File: config.mk
export PLATFORM = sky130hd
export DESIGN_NAME = psc_strap_top
export DESIGN_NICKNAME = d
export VERILOG_FILES = /design/src/hw/psc_pkg.sv /design/src/hw/psc_cfg_if.sv /design/src/hw/psc_capture_core.sv /design/src/hw/psc_strap_top.sv
export VERILOG_INCLUDE_DIRS = /design/src /design/src/hw
export SDC_FILE = /design/constraint.sdc
export NUM_CORES = 1
export LEC_CHECK = 0
export BUFFER_PORTS_ARGS = -buffer_cell sky130_fd_sc_hd__clkbuf_2
export CAP_MARGIN = 20
export CORE_UTILIZATION = 33
export CTS_CLUSTER_DIAMETER = 100
export DETAILED_ROUTE_END_ITERATION = 8
export PLACE_DENSITY = 0.66
export SYNTH_ARGS = -nofsm -noshare
export SYNTH_HDL_FRONTEND = slang
export SYNTH_SLANG_ARGS = --single-unit
File: constraint.sdc
create_clock -name ref_clk_in -period 1.9 [get_ports ref_clk_in]
set_input_delay 0.19 -clock ref_clk_in [delete_from_list [all_inputs] [get_ports ref_clk_in]]
set_output_delay 0.19 -clock ref_clk_in [all_outputs]
set_load 0.01 [all_outputs]
File: src/hw/psc_params.svh
// Register offsets, field positions and reset values of the strap capture
`ifndef PSC_PARAMS_SVH
`define PSC_PARAMS_SVH
`define PSC_IDX_OPT_A 8'h4a
`define PSC_IDX_OPT_B 8'h4b
`define PSC_ADDR_OPT_A 12'h128
`define PSC_ADDR_OPT_B 12'h12c
`define PSC_ADDR_CTRL 12'h200
`define PSC_ADDR_STAT 12'h204
`define PSC_OPT_B_RESET 8'h00
`define PSC_PCI_RANGE_HI 7
`define PSC_PCI_RANGE_LO 6
`define PSC_UNIFY_BIT 5
`define PSC_DIV_BIT 4
`define PSC_HSPD_HI 3
`define PSC_HSPD_LO 2
`define PSC_LINE_BUS_SEL 44
`define PSC_LINE_DIV_B 17
`define PSC_LINE_HSPD_HI 3
`define PSC_LINE_HSPD_LO 2
`define PSC_LINE_W 48
`endif

File: src/hw/psc_pkg.sv
// Types shared by the strap capture modules
package psc_pkg;
    typedef enum logic [1:0] {
        PSC_PCI_16_32,
        PSC_PCI_32_64,
        PSC_PCI_ABOVE_64,
        PSC_PCI_RSVD
    } psc_pci_range_e;
    typedef enum logic [1:0] {
        PSC_DIV_RSVD,
        PSC_DIV_4,
        PSC_DIV_3,
        PSC_DIV_2
    } psc_pci_div_e;
    typedef enum logic [1:0] {
        PSC_ST_RESET,
        PSC_ST_SETTLE,
        PSC_ST_HELD
    } psc_state_e;
    typedef logic [7:0] psc_byte_t;
endpackage

File: src/hw/psc_cfg_if.sv
// Captured configuration carried from the capture core to the top
`timescale 1ns/1ps
interface psc_cfg_if;
    import psc_pkg::*;
    psc_byte_t opt_a;
    logic bus_sel_local;
    logic div_b;
    logic held;
    modport core (output opt_a, output bus_sel_local, output div_b,
        output held);
    modport user (input opt_a, input bus_sel_local, input div_b,
        input held);
endinterface

File: src/hw/psc_capture_core.sv
// Synchronises strap lines and latches them once after reset release
`timescale 1ns/1ps
`include "psc_params.svh"
module psc_capture_core (
    // Clock and reset
    input wire logic ref_clk_in,
    input wire logic rst_n_in,
    // Strap pins
    input wire logic [`PSC_LINE_W-1:0] memory_data_line_in,
    // Captured values
    psc_cfg_if.core cfg
);
    import psc_pkg::*;
    logic [`PSC_LINE_W-1:0] sync_1;
    logic [`PSC_LINE_W-1:0] sync_2;
    psc_state_e state;
    psc_state_e next_state;

    // Straps are pins: two flops before anything looks at them
    always_ff @(posedge ref_clk_in or negedge rst_n_in) begin
        if (!rst_n_in) begin
            sync_1 <= '0;
            sync_2 <= '0;
        end else begin
            sync_1 <= memory_data_line_in;
            sync_2 <= sync_1;
        end
    end

    // Wait for the synchroniser to fill with real pin levels
    always_comb begin
        next_state = state;
        case (state)
            PSC_ST_RESET: next_state = PSC_ST_SETTLE;
            PSC_ST_SETTLE: next_state = PSC_ST_HELD;
            PSC_ST_HELD: next_state = PSC_ST_HELD;
            default: next_state = PSC_ST_RESET;
        endcase
    end

    always_ff @(posedge ref_clk_in or negedge rst_n_in) begin
        if (!rst_n_in) begin
            state <= PSC_ST_RESET;
        end else begin
            state <= next_state;
        end
    end

    // Latched once, then frozen until next reset
    // First edge in HELD: only then does sync_2 carry pin levels
    always_ff @(posedge ref_clk_in or negedge rst_n_in) begin
        if (!rst_n_in) begin
            cfg.opt_a <= 8'h00;
            cfg.bus_sel_local <= 1'b0;
            cfg.div_b <= 1'b0;
            cfg.held <= 1'b0;
        end else if (state == PSC_ST_HELD && !cfg.held) begin
            cfg.opt_a <= {sync_2[7:4], sync_2[`PSC_LINE_HSPD_HI],
                sync_2[`PSC_LINE_HSPD_LO], 2'b00};
            cfg.bus_sel_local <= sync_2[`PSC_LINE_BUS_SEL];
            cfg.div_b <= sync_2[`PSC_LINE_DIV_B];
            cfg.held <= 1'b1;
        end
    end

    property p_frozen;
        @(posedge ref_clk_in) disable iff (!rst_n_in)
        cfg.held |=> $stable(cfg.opt_a) && $stable(cfg.bus_sel_local);
    endproperty
    a_frozen: assert property (p_frozen)
        else $error("Captured straps changed after capture");

    property p_capture_time;
        @(posedge ref_clk_in) disable iff (!rst_n_in)
        $rose(rst_n_in) ##0 1 |-> ##[1:3] cfg.held;
    endproperty
    a_capture_time: assert property (p_capture_time)
        else $error("Straps not captured in time");

    property p_capture_val;
        @(posedge ref_clk_in) disable iff (!rst_n_in)
        (state == PSC_ST_HELD && !cfg.held) |=>
            cfg.opt_a[7:4] == $past(sync_2[7:4]);
    endproperty
    a_capture_val: assert property (p_capture_val)
        else $error("Captured field differs from strap level");

    c_capture: cover property (@(posedge ref_clk_in) $rose(cfg.held));
endmodule

File: src/hw/psc_strap_top.sv
// Power-on strap capture with APB register access and clock controls
//
// Implementation choice: register access over APB.
`timescale 1ns/1ps
`include "psc_params.svh"
module psc_strap_top (
    // Clock and reset
    input wire logic ref_clk_in,
    input wire logic rst_n_in,
    // Strap pins
    input wire logic [`PSC_LINE_W-1:0] memory_data_line_in,
    // APB slave
    input wire logic psel_in,
    input wire logic penable_in,
    input wire logic pwrite_in,
    input wire logic [11:0] paddr_in,
    input wire logic [31:0] pwdata_in,
    input wire logic [3:0] pstrb_in,
    output logic [31:0] prdata_out,
    output logic pready_out,
    output logic pslverr_out,
    // Clock and bus configuration
    output psc_pkg::psc_pci_range_e pci_bus_clock_range_out,
    output logic clock_unify_out,
    output psc_pkg::psc_pci_div_e pci_clock_output_div_out,
    output logic [1:0] host_pll_speed_out,
    output logic isa_enable_out,
    output logic local_bus_enable_out,
    output logic straps_held_out
);
    import psc_pkg::*;
    psc_cfg_if cfg ();
    logic clocks_equal;
    logic access;
    logic [31:0] next_rdata;
    logic next_err;
    psc_byte_t opt_a;
    logic write_done;

    psc_capture_core u_core (
        .ref_clk_in(ref_clk_in),
        .rst_n_in(rst_n_in),
        .memory_data_line_in(memory_data_line_in),
        .cfg(cfg.core)
    );

    function automatic logic addr_known(input logic [11:0] a);
        addr_known = (a == `PSC_ADDR_OPT_A) || (a == `PSC_ADDR_OPT_B) ||
            (a == `PSC_ADDR_CTRL) || (a == `PSC_ADDR_STAT);
    endfunction

    assign opt_a = cfg.opt_a;
    assign access = psel_in && !penable_in;
    // Completing edge of a transfer; the only edge a write may land on
    assign write_done = psel_in && penable_in && pready_out;

    // Software states whether memory and host clocks run at equal rates
    always_ff @(posedge ref_clk_in or negedge rst_n_in) begin
        if (!rst_n_in) begin
            clocks_equal <= 1'b0;
        end else if (write_done && pwrite_in && pstrb_in[0] &&
                     paddr_in == `PSC_ADDR_CTRL) begin
            clocks_equal <= pwdata_in[0];
        end
    end

    // Read mux; strap registers are read-only, writes there ignored
    always_comb begin
        next_rdata = 32'h0000_0000;
        next_err = !addr_known(paddr_in);
        case (paddr_in)
            `PSC_ADDR_OPT_A: next_rdata = {24'h00_0000, opt_a};
            `PSC_ADDR_OPT_B: next_rdata = {24'h00_0000,
                `PSC_OPT_B_RESET};
            `PSC_ADDR_CTRL: next_rdata = {31'h0000_0000, clocks_equal};
            `PSC_ADDR_STAT: next_rdata = {29'h0000_0000,
                cfg.bus_sel_local, cfg.div_b, cfg.held};
            default: next_rdata = 32'h0000_0000;
        endcase
    end

    // One wait-free access: answer registered in the setup cycle
    always_ff @(posedge ref_clk_in or negedge rst_n_in) begin
        if (!rst_n_in) begin
            prdata_out <= 32'h0000_0000;
            pready_out <= 1'b0;
            pslverr_out <= 1'b0;
        end else begin
            pready_out <= access;
            pslverr_out <= access && next_err;
            if (access && !pwrite_in) begin
                prdata_out <= next_rdata;
            end
        end
    end

    // Clock configuration follows the captured option A fields, plus div_b for the divider and clocks_equal for unify
    always_ff @(posedge ref_clk_in or negedge rst_n_in) begin
        if (!rst_n_in) begin
            pci_bus_clock_range_out <= PSC_PCI_16_32;
            clock_unify_out <= 1'b0;
            pci_clock_output_div_out <= PSC_DIV_RSVD;
            host_pll_speed_out <= 2'b00;
        end else begin
            pci_bus_clock_range_out <= psc_pci_range_e'(
                opt_a[`PSC_PCI_RANGE_HI:`PSC_PCI_RANGE_LO]);
            clock_unify_out <= opt_a[`PSC_UNIFY_BIT] &&
                clocks_equal;
            pci_clock_output_div_out <= psc_pci_div_e'(
                {opt_a[`PSC_DIV_BIT], cfg.div_b});
            host_pll_speed_out <=
                opt_a[`PSC_HSPD_HI:`PSC_HSPD_LO];
        end
    end

    // Both buses off until straps are held; never both on
    always_ff @(posedge ref_clk_in or negedge rst_n_in) begin
        if (!rst_n_in) begin
            isa_enable_out <= 1'b0;
            local_bus_enable_out <= 1'b0;
            straps_held_out <= 1'b0;
        end else begin
            isa_enable_out <= cfg.held && !cfg.bus_sel_local;
            local_bus_enable_out <= cfg.held && cfg.bus_sel_local;
            straps_held_out <= cfg.held;
        end
    end

    property p_bus_excl;
        @(posedge ref_clk_in) disable iff (!rst_n_in)
        !(isa_enable_out && local_bus_enable_out);
    endproperty
    a_bus_excl: assert property (p_bus_excl)
        else $error("ISA and local bus enabled together");

    property p_bus_sel;
        @(posedge ref_clk_in) disable iff (!rst_n_in)
        cfg.held |=> local_bus_enable_out == $past(cfg.bus_sel_local);
    endproperty
    a_bus_sel: assert property (p_bus_sel)
        else $error("Bus selection differs from strap");

    property p_range;
        @(posedge ref_clk_in) disable iff (!rst_n_in)
        ##1 pci_bus_clock_range_out == $past(opt_a[7:6]);
    endproperty
    a_range: assert property (p_range)
        else $error("PCI clock range not from strap");

    property p_unify;
        @(posedge ref_clk_in) disable iff (!rst_n_in)
        clock_unify_out |-> $past(opt_a[5]) && $past(clocks_equal);
    endproperty
    a_unify: assert property (p_unify)
        else $error("Clock unify without strap and equal clocks");

    property p_div;
        @(posedge ref_clk_in) disable iff (!rst_n_in)
        ##1 pci_clock_output_div_out == {$past(opt_a[4]), $past(cfg.div_b)};
    endproperty
    a_div: assert property (p_div)
        else $error("PCI output divider wrong");

    property p_mirror;
        @(posedge ref_clk_in) disable iff (!rst_n_in)
        ##1 host_pll_speed_out == $past(opt_a[3:2]);
    endproperty
    a_mirror: assert property (p_mirror)
        else $error("Host speed mirror mismatch");

    property p_rsvd;
        @(posedge ref_clk_in) disable iff (!rst_n_in)
        write_done && !pwrite_in && (paddr_in == `PSC_ADDR_OPT_B) |->
            prdata_out == 32'h0000_0000 && opt_a[1:0] == 2'b00;
    endproperty
    a_rsvd: assert property (p_rsvd)
        else $error("Reserved strap bits not zero");

    property p_ready;
        @(posedge ref_clk_in) disable iff (!rst_n_in)
        psel_in && !penable_in |=> pready_out;
    endproperty
    a_ready: assert property (p_ready)
        else $error("APB answer late");

    property p_ctrl_write;
        @(posedge ref_clk_in) disable iff (!rst_n_in)
        write_done && pwrite_in && pstrb_in[0] &&
            (paddr_in == `PSC_ADDR_CTRL) |=>
            clocks_equal == $past(pwdata_in[0]);
    endproperty
    a_ctrl_write: assert property (p_ctrl_write)
        else $error("Clocks-equal control not written");

    property p_opt_a_read;
        @(posedge ref_clk_in) disable iff (!rst_n_in)
        write_done && !pwrite_in && straps_held_out &&
            (paddr_in == `PSC_ADDR_OPT_A) |->
            prdata_out == {24'h00_0000, opt_a};
    endproperty
    a_opt_a_read: assert property (p_opt_a_read)
        else $error("Option A read differs from captured straps");

    property p_held_keep;
        @(posedge ref_clk_in) disable iff (!rst_n_in)
        straps_held_out |=> straps_held_out;
    endproperty
    a_held_keep: assert property (p_held_keep)
        else $error("Capture flag dropped before reset");

    property p_isa_sel;
        @(posedge ref_clk_in) disable iff (!rst_n_in)
        cfg.held |=> isa_enable_out == !$past(cfg.bus_sel_local);
    endproperty
    a_isa_sel: assert property (p_isa_sel)
        else $error("ISA enable differs from strap");

    c_local: cover property (@(posedge ref_clk_in) local_bus_enable_out);
    c_isa: cover property (@(posedge ref_clk_in) isa_enable_out);
    c_unify: cover property (@(posedge ref_clk_in) clock_unify_out);
    c_err: cover property (@(posedge ref_clk_in) pslverr_out);
endmodule

== Word level (Yosys, flattened, before mapping) ==
Index checks and enable logic that the tools add are counted.
Word-level totals
  register bits after elaboration: 146
  input bits: 101
  output and inout bits: 44
Operators by class
  equal/unequal tests: 6
  muxes and demuxes: 2
  reduce and logical (&&, ||, !) cells: 22
Operators with widths (number)
  equality test 12 x 10 -> 1 bit, second input constant: 2
  equality test 12 x 9 -> 1 bit, second input constant: 2
  case mux 8 bit (3 select lines): 1
  logical AND 1 bit: 12
  zero test 1 bit: 5
  case mux 2 bit (2 select lines): 1
  logical OR 1 bit: 3
  equality test 2 x 1 -> 1 bit, second input constant: 1
  equality test 2 bit, second input constant: 1
  zero test 2 bit: 1
  OR reduction 2 bit: 1

== Logic depth before layout (Yosys ltp) ==
  word-level depth: 6
  mapped depth: 6
  depth with buffers taken out: 5

== Modules after synthesis ==
From an unflattened synthesis, not the netlist that was laid out.
Unflattened totals
  cell total of the unflattened synthesis: 127
  area, all modules: 1873.0 um^2
By module, submodules not included
  psc_strap_top: times used 1, cells an instance 82, area each 994.7 um^2
  psc_capture_core: times used 1, cells an instance 45, area each 878.3 um^2

== Worst setup path after synthesis ==
OpenSTA, ideal clock, no wires.
  path kind: register to register
  start point: register u_core.state[0]
  end point: register u_core.cfg.opt_a[2]
  setup time: 0.125 ns
  arrival: 1.308 ns
  required time: 1.775 ns
  slack: 0.467 ns
  stages on the path, launching flop included: 6
  period minus slack after synthesis: 1.433 ns
  path through: dfrtp_1 -> inv_1 -> ha_1 -> nor2b_1 -> clkbuf_1 -> mux2_2
Between the ends
  cells in the longest elaborated chain, start to end: 2
Ends and longest elaborated chain
  from (decl): line psc_capture_core.sv:16  | psc_state_e state;
  from (signal assigned): line psc_capture_core.sv:45  | state <= next_state;
  equality test 2 bit: line psc_capture_core.sv:57  | end else if (state == PSC_ST_HELD && !cfg.held) begin
  logical AND 1 bit: line psc_capture_core.sv:57
  to (signal assigned): line psc_capture_core.sv:58  | cfg.opt_a <= {sync_2[7:4], sync_2[`PSC_LINE_HSPD_HI],
  to (decl): line psc_cfg_if.sv:9  | modport core (output opt_a, output bus_sel_local, output div_b,
Every way passes these cells.
A chain may end at the register's enable or synchronous reset.

== Worst setup path in the final report ==
  start point: register u_core.state[0]
  end point: register u_core.cfg.opt_a[5]
The elaborated chain is that of the path after synthesis.

==> reports/qor.txt <==
outcome - finished with violations
violated checks - hold timing
Die W - 76.1 um
worst endpoint required time - 2.08 ns
Clock Power Share - 0.393
Yosys reg bits - 48
Root Driver - clkbuf_8
Yosys top cell area share - 0.663
Hold-fix buffers, CTS - 7
count leader, synth - dfrtp_1
Max Cap Viol - 0
Async SR Flop Fraction - 1.00
# clock sinks - 48
Final Hold Fails - 48
top cells by area, synth - dfrtp_1 (66%), buf_4 (9.9%), mux2_2 (3.7%)
Yosys cell types - 30
endpoints failing setup - 0
PortBufs - 46
vias per inst - 4.05
largest net degree at the start of global routing - 49
crit path DAT - 1.55 ns
post-synthesis sequential area ratio - 0.663
reg-to-reg slack, setup - 0.53 ns
hold slack - -0.0287 ns
setup_tns - 0 ns
area leader, netlist - dfrtp_1
CTS tree - yes
Slew HR - 0.615
pre-CTS setup slack - 0.368 ns
CTS Buffer Depth - 2
switching power - 404 uW
GR Util All Layers - 0.0999
crit-path max FO - 9
Final Worst Setup Slack - 0.534 ns
CP Capture Point - u_core.cfg.opt_a[5]$_DFFE_PN0P_
Net Sw Frac - 0.205
Internal - 1.57 mW
Setup crit start kind - flip-flop
fraction of layout cells with a size suffix above 1 - 0.371
initial antenna violation count - 0
launching point of the worst reg2reg path - u_core.state[0]$_DFF_PN0_
Final Cycle Share - 0.719
die area - 5790 um2
row count - 26
Antenna Nets Post-Route - 0
Post-Syn Instances - 125
sequential cell area - 1200 um2
first-pass GRT wire length - 4.42 mm
R2R cell count - 5
commonest cells in the netlist - dfrtp_1 (48), buf_4 (24), a22o_1 (6), mux2_2 (6), inv_1 (5)
Final min period - 1.37 ns
synthesis-to-layout area growth - 24.1%
Initial Util - 0.348
RSZ-0062 raised after global routing - false
sequential power share - 0.542
antenna diode count - 0
Critical R2R Capture - u_core.cfg.opt_a[5]$_DFFE_PN0P_
worst-margin pin slew - 0.577 ns
Fill cells - 500
chip height - 76.1 um
total power - 1.98 mW
EDFF count, synth - 0
Post-Route WL - 2.69 mm
Crit Path Class - reg2reg
Pwr Density - 879 nW/um2
Final Net Count - 288
HP Class - in2async
PostCTS Resize Cnt - 0
combinational share of power - 0.066
Worst setup EP type - flip-flop
multi-input logic area - 489 um2
DRC violations left - 0
mapped cell area - 1810 um2
Main synth FF type - dfrtp_1
Inserted Clock Buffers - 5
Max IR drop VDD - 0.000271 V
clk_skew - 0.00362 ns
Clock Latency Late Sink - 0.29 ns
average size of a mapped cell - 14.5 um2
vias in the first global route - 985
boundary pin count - 145
vias - 1038
Lkg Pwr - 1.12 nW
fmax - 732 MHz
Critical Path Source - u_core.state[0]$_DFF_PN0_
synth warn - 0
final instance area - 2250 um2
H-tree depth - 2
detailed placement HPWL - 1.88 mm
drt wl/cell - 10.5 um
RD Place Congestion - 0.687
DR iter-0 viols - 40
postcts setup bufs - 0
grt ovf - 0
Pre-antenna DRT Iters - 5
Final Max Slew Viols - 0
clock-pin slew on the worst setup and hold paths - 0.08 ns
core box area - 5200 um2
DP Area - 2040 um2
-- power by group through the flow --
stage	Clock (mW)	Sequential, mW	Combinational, mW
3_5_place_dp	0	1.09	0.119
3_3_place_gp	0	1.09	0.117
2_1_floorplan	0	1.09	0.0809
6_report	0.777	1.07	0.129
5_1_grt	0.852	1.08	0.146
4_1_cts	0.797	1.07	0.130
-- flip-flops by register name, indices dropped and copies added, names as in the netlist, 2 cells and up --
register / cells
prdata_out: 8
u_core.sync_1: 8
u_core.sync_2: 8
u_core.cfg.opt_a: 6
host_pll_speed_out: 2
pci_bus_clock_range_out: 2
pci_clock_output_div_out: 2
u_core.state: 2
-- area by class of cell --
cell class	count	area share
clock buffers	7	0.0428
clock inverters	1	0.0134
inverters	5	0.00835
multi-input cells	69	0.218
flip-flops and latches	48	0.534
well taps	70	0.0390
repair buffers	56	0.145
-- kinds of logic after synthesis --
family,count (synthesis),synth area share
compound gates,10,0.0449
buf+inv,31,0.115
flops,48,0.663
simple gates,24,0.106
mux,9,0.0559
fa+ha+maj,2,0.0138
other cells,1,0.00207
-- worst min path at each step --
stage / start / slack [ns] / to
2_1_floorplan: rst_n_in / -0.11 / clock_unify_out$_DFF_PN0_
3_3_place_gp: memory_data_line_in[7] / 0.30 / u_core.sync_1[7]$_DFF_PN0_
3_5_place_dp: memory_data_line_in[7] / 0.30 / u_core.sync_1[7]$_DFF_PN0_
4_1_cts: rst_n_in / 0.007 / prdata_out[5]$_DFFE_PN0P_
5_1_grt: rst_n_in / 0.03 / prdata_out[2]$_DFFE_PN0P_
6_report: rst_n_in / -0.03 / straps_held_out$_DFF_PN0_
-- cell usage in the layout, fill, tap and decap left out, drive strengths merged --
master	count
ha	2
nor2	3
a21oi	1
bufinv	1
buf	2
nor3	2
dlygate4sd3	8
dfrtp	48
nand2	3
o21ai	1
nor4b	1
a32o	1
nor2b	4
a22o	6
nand2b	1
or2	1
conb	24
nor4	3
inv	5
nand4	3
clkbuf	53
a211o	1
and2	3
mux2	9
-- per-stage QoR --
| stage | cells | util |
|---|---|---|
| 5_1_grt | 256 | 0.432 |
| 6_report | 256 | 0.432 |
| 4_1_cts | 255 | 0.430 |
| 3_5_place_dp | 240 | 0.392 |
| 2_1_floorplan | 148 | - |
| 3_3_place_gp | 240 | 0.392 |
-- per-layer routing --
layer  track usage  share of wire  vias up
met3        0.0371          0.086        5
met1         0.120           0.44      486
li1              -              -      488
met5             0              0        -
met2         0.156           0.46       59
met4        0.0519          0.018        0
-- critical path: stages (launching register included) --
cell and delay (ns):
dfrtp_1 0.37, inv_1 0.08, ha_1 0.15, nor2b_1 0.13
buf_4 0.19, mux2_2 0.34
Note: power is estimated with default switching activity, not from simulation.
